$ cat src/hw/hpb_pkg.sv
// Purpose: shared constants and types of the host parallel port
// Assumes: 20 MHz master clock, 5-bit address, byte-wide registers
// Notes: timing figures kept in ns, cycle counts derived here
package hpb_pkg;
  localparam int unsigned HPB_CLK_NS = 50;
  localparam int unsigned HPB_RST_NS = 3000;
  localparam int unsigned HPB_GAP_NS = 2000;
  localparam int unsigned HPB_RST_CYC_I = (HPB_RST_NS + HPB_CLK_NS - 1) /
                                          HPB_CLK_NS;
  localparam logic [7:0] HPB_RST_CYC = 8'(HPB_RST_CYC_I);
  localparam logic [4:0] HPB_AW_ONE = 5'h1;
  localparam logic [5:0] HPB_WIPE_END = 6'h20;
  localparam logic [4:0] HPB_REG_CNT = 5'h16;
  localparam logic [4:0] HPB_OFF_SOFT_RESET = 5'h0a;
  localparam logic [7:0] HPB_REG_RST_VAL = 8'h00;
  localparam logic [12:0] HPB_HW_CTRL_RST = 13'h0000;
  // synchroniser vector layout
  localparam int unsigned HPB_SYN_W = 20;
  localparam int unsigned HPB_P_DATA = 0;
  localparam int unsigned HPB_P_ADDR = 8;
  localparam int unsigned HPB_P_AS = 13;
  localparam int unsigned HPB_P_DIR = 14;
  localparam int unsigned HPB_P_DS = 15;
  localparam int unsigned HPB_P_CS = 16;
  localparam int unsigned HPB_P_MUX = 17;
  localparam int unsigned HPB_P_STYLE = 18;
  localparam int unsigned HPB_P_MODE = 19;

  typedef struct packed {
    logic host_mode;
    logic rw_style;
    logic muxed;
  } hpb_cfg_t;

  localparam hpb_cfg_t HPB_CFG_RST = '{host_mode: 1'b0, rw_style: 1'b0,
                                      muxed: 1'b0};

  typedef struct packed {
    logic cs_n;
    logic ds_n;
    logic dir;
    logic as_n;
  } hpb_strobe_t;

  typedef enum logic [1:0] {
    HPB_IDLE,
    HPB_FETCH,
    HPB_DONE,
    HPB_RESET
  } hpb_state_t;
endpackage

$ cat src/hw/hpb_regmem.sv
// Purpose: byte-wide register storage for the host port
// Assumes: one write and one read port on the master clock
// Notes: read data comes out of a register, one cycle after the address
`timescale 1ns/1ps
module hpb_regmem
  import hpb_pkg::*;
(
  input wire logic clk_sys,
  input wire logic rst,
  input wire logic wr_en,
  input wire logic [4:0] wr_addr,
  input wire logic [7:0] wr_data,
  input wire logic [4:0] rd_addr,
  output logic [7:0] rd_data
);
  logic [7:0] mem_q [32];
  logic [7:0] rd_data_d;

  always_comb begin
    rd_data_d = mem_q[rd_addr];
  end

  always_ff @(posedge clk_sys) begin
    if (wr_en) begin
      mem_q[wr_addr] <= wr_data;
    end
    if (rst) begin
      rd_data <= HPB_REG_RST_VAL;
    end else begin
      rd_data <= rd_data_d;
    end
  end
endmodule // hpb_regmem

$ cat src/hw/hpb_host_port.sv
// Purpose: 8-bit parallel host port with strap-selected bus styles
// Assumes: all pins asynchronous to clk_sys; strobes active low
// Notes: data_strobe_n doubles as read strobe and dir_wr as write strobe
//   in read/write strobe style; addr_strobe_n doubles as latch enable
// Contract
// - mode strap low gives hardware mode and disables the host bus.
// - hardware mode turns bus pins into static controls and status.
// - mode strap high enables host access over the parallel bus.
// - style pin picks strobe/direction or read/write; mux pin picks bus.
// - separate 5-bit address and 8-bit data, or one shared bus.
// - decode 5-bit address, provide 22 byte-wide registers.
// - wait-state generator drives one acknowledge/ready output.
// - strobe style read: acknowledge low only with valid read data.
// - strobe style write: acknowledge low once write data accepted.
// - read/write style: ready low for the read wait state and muxed reset only; writes keep it high.
// - read/write non-multiplexed reset register write keeps ready high.
// - reset cycle lasts 3 us counted from chip select low.
// - strobe style read: direction high, device drives data bus.
// - strobe non-multiplexed: address latched on data strobe fall; code uses the synchronised address pins unlatched.
// - strobe multiplexed: address latched on address strobe fall.
// - read/write multiplexed: address latched on latch enable fall.
`timescale 1ns/1ps
module hpb_host_port
  import hpb_pkg::*;
(
  input wire logic clk_sys,
  input wire logic rst,
  input wire logic mode_sel,
  input wire logic bus_style_select,
  input wire logic mux_sel,
  input wire logic cs_n,
  input wire logic data_strobe_n,
  input wire logic dir_wr,
  input wire logic addr_strobe_n,
  input wire logic [4:0] host_addr_bus,
  input wire logic [7:0] host_data_in,
  input wire logic [7:0] hw_status,
  output logic [7:0] host_data_out,
  output logic host_data_oe,
  output logic ack_rdy,
  output logic [12:0] hw_ctrl,
  output logic reg_wr_stb,
  output logic [4:0] reg_wr_addr,
  output logic [7:0] reg_wr_data,
  output logic core_rst
);
  logic [HPB_SYN_W-1:0] raw;
  logic [HPB_SYN_W-1:0] s1_q, s2_q, s3_q, stab_q, stab_d;
  hpb_strobe_t stb;
  hpb_cfg_t cfg_q, cfg_d;
  hpb_state_t st_q, st_d;
  logic as_prev_q, as_prev_d;
  logic [4:0] addr_q, addr_d;
  logic [7:0] cnt_q, cnt_d;
  logic [5:0] wipe_q, wipe_d;
  logic [7:0] dout_q, dout_d;
  logic oe_q, oe_d, ack_q, ack_d, core_rst_q, core_rst_d;
  logic [12:0] hw_q, hw_d;
  logic wstb_q, wstb_d;
  logic [4:0] waddr_q, waddr_d;
  logic [7:0] wdata_q, wdata_d;
  logic mem_we;
  logic [4:0] mem_waddr, mem_raddr;
  logic [7:0] mem_wdata, mem_rdata;
  logic access, is_read, as_fall, addr_ok;
  logic [4:0] cyc_addr, bus_addr;
  logic [7:0] bus_data;

  assign raw = {mode_sel, bus_style_select, mux_sel, cs_n, data_strobe_n,
                dir_wr, addr_strobe_n, host_addr_bus, host_data_in};

  // three-stage synchroniser; a change counts when stages two and three agree
  always_comb begin
    for (int i = 0; i < HPB_SYN_W; i++) begin
      stab_d[i] = (s2_q[i] == s3_q[i]) ? s3_q[i] : stab_q[i];
    end
  end

  always_ff @(posedge clk_sys) begin
    if (rst) begin
      s1_q <= '1;
      s2_q <= '1;
      s3_q <= '1;
      stab_q <= '1;
    end else begin
      s1_q <= raw;
      s2_q <= s1_q;
      s3_q <= s2_q;
      stab_q <= stab_d;
    end
  end

  assign stb = '{cs_n: stab_q[HPB_P_CS], ds_n: stab_q[HPB_P_DS],
                dir: stab_q[HPB_P_DIR], as_n: stab_q[HPB_P_AS]};
  assign bus_addr = stab_q[HPB_P_ADDR +: 5];
  assign bus_data = stab_q[HPB_P_DATA +: 8];
  assign as_fall = as_prev_q & ~stb.as_n;

  always_comb begin
    if (cfg_q.rw_style) begin
      // read strobe on data_strobe_n, write strobe on dir_wr
      access = ~stb.cs_n & (~stb.ds_n | ~stb.dir);
      is_read = ~stb.ds_n;
    end else begin
      access = ~stb.cs_n & ~stb.ds_n;
      is_read = stb.dir;
    end
    // separate address pins or the address latched off the shared bus
    cyc_addr = cfg_q.muxed ? addr_q : bus_addr;
    addr_ok = cyc_addr < HPB_REG_CNT;
  end

  always_comb begin
    st_d = st_q;
    cfg_d = cfg_q;
    as_prev_d = stb.as_n;
    addr_d = addr_q;
    cnt_d = stb.cs_n ? 8'h00 : cnt_q + 8'h01;
    wipe_d = wipe_q;
    dout_d = dout_q;
    oe_d = oe_q;
    ack_d = ack_q;
    core_rst_d = 1'b0;
    hw_d = hw_q;
    wstb_d = 1'b0;
    waddr_d = waddr_q;
    wdata_d = wdata_q;
    mem_we = 1'b0;
    mem_waddr = cyc_addr;
    mem_wdata = bus_data;
    mem_raddr = cyc_addr;
    if (cfg_q.muxed && as_fall) begin
      addr_d = bus_data[4:0];
    end
    case (st_q)
      HPB_IDLE: begin
        // straps only take effect between bus cycles
        cfg_d = '{host_mode: stab_q[HPB_P_MODE],
                  rw_style: stab_q[HPB_P_STYLE],
                  muxed: stab_q[HPB_P_MUX]};
        ack_d = 1'b1;
        if (!cfg_q.host_mode) begin
          // config leaves reset as hardware mode; drive pins only once
          // the synchronised strap agrees, so host mode sees no glitch
          if (!stab_q[HPB_P_MODE]) begin
            hw_d = {bus_addr, bus_data};
            dout_d = hw_status;
          end
          oe_d = ~stab_q[HPB_P_MODE];
        end else begin
          oe_d = 1'b0;
          if (access && is_read) begin
            st_d = HPB_FETCH;
            ack_d = ~cfg_q.rw_style;
          end else if (access && cyc_addr == HPB_OFF_SOFT_RESET) begin
            st_d = HPB_RESET;
            wipe_d = 6'h00;
            ack_d = cfg_q.rw_style & ~cfg_q.muxed;
          end else if (access) begin
            mem_we = addr_ok;
            wstb_d = addr_ok;
            waddr_d = cyc_addr;
            wdata_d = bus_data;
            st_d = HPB_DONE;
            ack_d = cfg_q.rw_style;
          end
        end
      end
      HPB_FETCH: begin
        dout_d = addr_ok ? mem_rdata : 8'h00;
        oe_d = 1'b1;
        ack_d = cfg_q.rw_style;
        st_d = HPB_DONE;
      end
      HPB_DONE: begin
        if (!access) begin
          oe_d = 1'b0;
          ack_d = 1'b1;
          st_d = HPB_IDLE;
        end
      end
      HPB_RESET: begin
        core_rst_d = 1'b1;
        if (wipe_q != HPB_WIPE_END) begin
          mem_we = 1'b1;
          mem_waddr = wipe_q[4:0];
          mem_wdata = HPB_REG_RST_VAL;
          wipe_d = wipe_q + 6'h01;
        end
        cnt_d = cnt_q + 8'h01;
        if (cnt_q >= HPB_RST_CYC - 8'h01 && wipe_q == HPB_WIPE_END) begin
          core_rst_d = 1'b0;
          ack_d = cfg_q.rw_style;
          st_d = access ? HPB_DONE : HPB_IDLE;
        end
      end
      default: begin
        st_d = HPB_IDLE;
      end
    endcase
  end

  always_ff @(posedge clk_sys) begin
    if (rst) begin
      st_q <= HPB_IDLE;
      cfg_q <= HPB_CFG_RST;
      as_prev_q <= 1'b1;
      addr_q <= 5'h00;
      cnt_q <= 8'h00;
      wipe_q <= 6'h00;
      dout_q <= 8'h00;
      oe_q <= 1'b0;
      ack_q <= 1'b1;
      core_rst_q <= 1'b0;
      hw_q <= HPB_HW_CTRL_RST;
      wstb_q <= 1'b0;
      waddr_q <= 5'h00;
      wdata_q <= 8'h00;
    end else begin
      st_q <= st_d;
      cfg_q <= cfg_d;
      as_prev_q <= as_prev_d;
      addr_q <= addr_d;
      cnt_q <= cnt_d;
      wipe_q <= wipe_d;
      dout_q <= dout_d;
      oe_q <= oe_d;
      ack_q <= ack_d;
      core_rst_q <= core_rst_d;
      hw_q <= hw_d;
      wstb_q <= wstb_d;
      waddr_q <= waddr_d;
      wdata_q <= wdata_d;
    end
  end

  hpb_regmem u_mem (
    .clk_sys(clk_sys),
    .rst(rst),
    .wr_en(mem_we),
    .wr_addr(mem_waddr),
    .wr_data(mem_wdata),
    .rd_addr(mem_raddr),
    .rd_data(mem_rdata)
  );

  assign host_data_out = dout_q;
  assign host_data_oe = oe_q;
  assign ack_rdy = ack_q;
  assign hw_ctrl = hw_q;
  assign reg_wr_stb = wstb_q;
  assign reg_wr_addr = waddr_q;
  assign reg_wr_data = wdata_q;
  assign core_rst = core_rst_q;
endmodule // hpb_host_port

$ cat config.mk
export PLATFORM = sky130hd
export DESIGN_NAME = hpb_host_port
export DESIGN_NICKNAME = d
export VERILOG_FILES = /design/src/hw/hpb_pkg.sv /design/src/hw/hpb_regmem.sv /design/src/hw/hpb_host_port.sv
export SDC_FILE = /design/constraint.sdc
export NUM_CORES = 1
export LEC_CHECK = 0
export ABC_AREA = 1
export BUFFER_PORTS_ARGS = -buffer_cell sky130_fd_sc_hd__buf_2
export CAP_MARGIN = 25
export CORE_UTILIZATION = 50
export DETAILED_ROUTE_END_ITERATION = 16
export PLACE_DENSITY_LB_ADDON = 0.08
export SYNTH_ARGS = -nofsm -noshare
export SYNTH_HDL_FRONTEND = slang
export SYNTH_SLANG_ARGS = --single-unit
$ cat constraint.sdc
create_clock -name clk_sys -period 3 [get_ports clk_sys]
set_clock_uncertainty 0.2 [all_clocks]
set_input_delay 0.45 -clock clk_sys [delete_from_list [all_inputs] [get_ports clk_sys]]
set_output_delay 0.45 -clock clk_sys [all_outputs]
set_load 0.03 [all_outputs]
# Word-level counts from Yosys, hierarchy flattened

Memory sizes are Yosys's and may differ from the RTL's. A register that Yosys moved wholly into a read port is not among the register bits.
Index checks and enable logic that the tools add are counted.

$add $sub $neg: 2
Magnitude comparators: 2
Equality and inequality tests: 35
Muxes and demuxes: 45
Bitwise operators: 17
Reductions and logical operators: 17

Operators with widths:

| cell                                                                  | count |
|---|---|
| 8-bit two-way mux                                                     | 7 |
| 6-bit two-way mux                                                     | 4 |
| 1-bit equality test                                                   | 20 |
| 1-bit two-way mux                                                     | 18 |
| 2-bit inequality test, second input constant                          | 8 |
| 8-bit one-hot mux with 2 select lines                                 | 1 |
| 5-bit two-way mux                                                     | 3 |
| 2-bit two-way mux                                                     | 7 |
| 1-bit NOT                                                             | 12 |
| 6-bit one-hot mux with 2 select lines                                 | 1 |
| 5-bit AND reduction                                                   | 2 |
| 8-bit by 1-bit adder with 8-bit output, second input constant         | 1 |
| 8-bit by 6-bit >= comparator with 1-bit output, second input constant | 1 |
| 2-bit one-hot mux with 4 select lines                                 | 1 |
| 6-bit by 1-bit adder with 6-bit output, second input constant         | 1 |
| 6-bit equality test, second input constant                            | 1 |
| 6-bit inequality test, second input constant                          | 1 |
| 3-bit AND reduction                                                   | 2 |
| 5-bit by 4-bit equality test with 1-bit output, second input constant | 1 |
| 5-bit less-than comparator, second input constant                     | 1 |
| 1-bit AND                                                             | 4 |
| 2-bit equality test, second input constant                            | 2 |
| 1-bit logical AND                                                     | 4 |
| 4-bit inequality test, second input constant                          | 1 |
| 11 further kinds                                                      | 14 |

Register bits: 143
Memory bits (writable): 256
Input port bits: 30
Output and inout port bits: 38
Memories kept: 1

Memory list:

| name        | depth | bits a word | rd ports | clocked after memory_dff | wr ports | line             | text |
|---|---|---|---|---|---|---|---|
| u_mem.mem_q | 32    | 8           | 1        | 1                        | 1        | hpb_regmem.sv:16 | `logic [7:0] mem_q [32];` |

# Depth between registers and ports, before layout

Depth after elaboration: 11
Depth in mapped cells: 12
Gate-level depth less buffers: 11

# Hierarchy

Synthesis repeated with hierarchy kept, for this count alone.

Cell total of the unflattened synthesis: 1560
Area, all modules: 15926.5 um^2

By module, submodules not included:

| module        | times used | cells an instance | area each (um^2) | seq. area each (um^2) |
|---|---|---|---|---|
| hpb_regmem    | 1          | 931               | 10680.2          | 7847.5 |
| hpb_host_port | 1          | 629               | 5246.3           | 2862.7 |

# Worst setup path before layout

No wires, ideal clock.

Path type: register -> register
Start point: register st_q[0]
End point: memory u_mem.mem_q[0][0] (enable)
Arrival: 1843 ps
Data required time: 2430 ps
Slack: 587 ps
Cell stages (with the launch flop): 9
Buffers on the path: 0
Cell sequence: dfxtp_1 inv_1 ha_1 nand2_1 nor2_1 nand3_2 nand2_4 nand3_4 nor2_1

Longest elaborated chain between the ends: 4
Elaborated cells on any way between the ends: 6

Ends and longest elaborated chain:

| element                                                | line                 | text |
|---|---|---|
| from (decl)                                            | hpb_host_port.sv:51  | `hpb_state_t st_q, st_d;` |
| from (signal assigned)                                 | hpb_host_port.sv:220 | `st_q <= st_d;` |
| 2-bit equality test or 2-bit zero test (tied branches) | hpb_host_port.sv:135 | `case (st_q)` |
| 1-bit one-hot mux with 2 select lines                  | hpb_host_port.sv:135 |  |
| 1-bit two-way mux                                      | hpb_regmem.sv:24     | `if (wr_en) begin` |
| 1-bit two-way mux (not written as such)                | hpb_regmem.sv:25     | `mem_q[wr_addr] <= wr_data;` |
| to (decl)                                              | hpb_regmem.sv:16     |  |

Parallel ways exist; a longest one is shown, timed or not.

# Worst setup path after layout

Start point: register st_q[0]
End point: memory u_mem.mem_q[30][0] (enable)

The elaborated chain is that of the path after synthesis.

==> qor.yml <==
global_routing:
  grt_max_degree: 102
  grt_pass1_vias: 11600
  grt.total_usage: 0.251
  grt_first_pass_wirelength_mm: 64.9
  grt_overflow: 0
  antenna_found_initial: 0
pwr:
  power.total_mw: 15.1
  power.density_mw_per_mm2: 762
  p_leak_nw: 8.59
  peakVddDrop_v: 0.000435
cells_and_area:
  antenna_cells: 0
  nets: 1934
  syn_to_final_growth_pct: 17.1
  final_layout_size_suffix_gt1_frac: 0.156
setup_path:
  start_kind: "register"
  cp_max_fo: 8
  crit_arrival_ps: 2780
  crit_path_end_kind: "register"
  required_ps: 3030
  crit_type: "register to register"
routing:
  drt-pass1-iter-count: 5
  finalWirelength_mm: 42.3
  vias_per_cell: 5.16
  dr.first_iter.drc_count: 951
  drtAntennaViolNets: 0
  wl_per_cell_um: 17.8
  dr_total_vias: 12200
  route.detailed.drc: 0
clock_tree:
  cts_tree: "yes"
  htreeDepth: 2
  clockBufferDepth: 3
  cts_num_sinks: 407
  cts_resized: 0
  cts_buffers: 43
  root_buffer: "clkbuf_16"
  clk_latency_ps: 540
  clkTransAtPathRegs_ps: 70
sta:
  worst_hold_slack_ps: 32.9
  fmax_mhz: 365
  tns_ps: 0
  worst_pin_slew_ps: 860
  finalWorstSetupSlack_ps: 258
  relSlewSlack: 0.427
  period_share: 0.914
  finalSetupViolCount: 0
  drv_slew: 0
  min_period_ps: 2740
  rsz0062_at_grt: "false"
  hold_viol: 0
floorplanning:
  start_util: 0.513
  die_x_um: 186
  die_h_um: 186
  rows: 66
  die-area_mm2: 0.0346
  ios: 68
  core_mm2: 0.0329
place:
  dp_slack_ps: 329
  hpwlAfterDp_mm: 25.9
  place_congestion: 0.884
  io_buffers: 67
synthesis:
  ys_warn_count: 0
  yosysUniqueCellTypes: 36
  ys_seq_area_frac: 0.633
  avgSynthCellArea_um2: 9.51
  syn_inst: 1778
  synth_nets: 1816
  yosys_register_bits: 407
  synth.cell_area_mm2: 0.0169
min_path:
  hp-class: "primary input to register"
status:
  status: "complete, no violations"
job:
  cap_violations: 0
layer usage:
metal | part of all wire | global-route usage | vias to the layer above
met4 | 0.021 | 0.0761 | 2
met2 | 0.46 | 0.395 | 358
met3 | 0.065 | 0.0423 | 66
met5 | 0.0014 | 0.0133 | -
met1 | 0.45 | 0.353 | 5819
li1 | - | - | 5992
cell usage after synthesis (all sizes together):
library cell  instances  area [µm²]
o21ai                53         292
ha                    8         100
nand2               325        1230
inv                 308        1160
edfxtp              256        7690
xnor2                 2        17.5
nand3b                8        60.1
a21oi                61         305
nor4                  1        6.26
nand4                 3        18.8
clkbuf               33         124
nor3                  5        25.0
nand3               336        1740
dfxtp               151        3020
clkinv                3        11.3
o2111a                1        11.3
or2                  68         425
a31oi                 2        12.5
a211oi                1        7.51
xor2                  3        26.3
nor3b                 2        15.0
nor2                102         385
buf                  46         234
flip-flops by register name (all words and copies together) (netlist names):
signal and flops:
u_mem.rd_data 8, as_prev_q 1, s2_q 20, host_data_out 8, ack_rdy 1, core_rst 1
reg_wr_stb 1, reg_wr_data 8, reg_wr_addr 5, cnt_q 8, addr_q 5, hw_ctrl 13
wipe_q 6, st_q 2, u_mem.mem_q 256, cfg_q 3, host_data_oe 1, s3_q 20
s1_q 20, stab_q 20
worst max-delay path, stage by stage, from the launching register on:
cell and delay, ps:
dfxtp_1 440, ha_1 320, nand2_1 210, buf_4 210
o21ai_1 340, inv_1 90, nor2_1 150, nand2_1 150
nor2_1 140, buf_4 190
cell type report:
type	instances	area [µm²]
clock buffer	60	1290
sequential	407	10700
multi-input combinational	981	4710
clock inverter	19	228
tap	442	553
inverter	311	1170
timing repair buffer	152	1140
fill	2776	13100
report_power, final:
group	internal [mW]	switching, mW	leakage, nW	total (mW)
Clock	3.45	2.14	0.763	5.59
Sequential	6.14	0.101	3.52	6.24
Combinational	0.925	2.33	4.31	3.26
Total	10.5	4.57	8.59	15.1
path summary, 6_finish.rpt:
kind,cells after the start,slack [ps],to,startpoint
hold reg to reg,1,210,s2_q[6],s1_q[6]
setup / recovery,9,260,u_mem.mem_q[30][0],st_q[0]
hold / removal,5,30,host_data_out[2],hw_status[2]
setup reg to reg,9,260,u_mem.mem_q[30][0],st_q[0]
cells in the final DEF, fill, tap and decap left out, drive strengths merged, types with 14 or more instances in the layout:
cell / Yosys / routed
dfxtp: 151 / 151
inv: 308 / 311
nand2: 325 / 325
a21oi: 61 / 61
buf: 46 / 132
clkinv: 3 / 14
edfxtp: 256 / 256
nor2: 102 / 102
or2: 68 / 68
clkbuf: 33 / 60
o21ai: 53 / 53
dlygate4sd3: 0 / 20
nand3: 336 / 336
logic make-up (layout without fill, tap and decap cells):
family                     count (synthesis)  in the layout  synth area share
AOI/OAI and AO/OA                        118            118            0.0371
xor gates and xnor gates                   5              5           0.00259
adders and majority gates                  8              8           0.00592
buffers and inverters                    390            542            0.0903
DFF                                      407            407             0.633
and+or+nand+nor                          850            850             0.231
per-stage QoR:
step	util	cells	cell area, µm²
after floorplan	-	1778	16900
after global placement	0.549	2273	18100
after detailed placement	0.549	2273	18100
after CTS	0.601	2372	19800
after global routing	0.601	2372	19800
final	0.601	2372	19800
timing repair:
item | in CTS | in global routing
hold endpoints to repair | 20 | 0
setup buffers | 0 | 0
hold buffers | 20 | 0
Note: power is estimated with default switching activity, not from simulation.
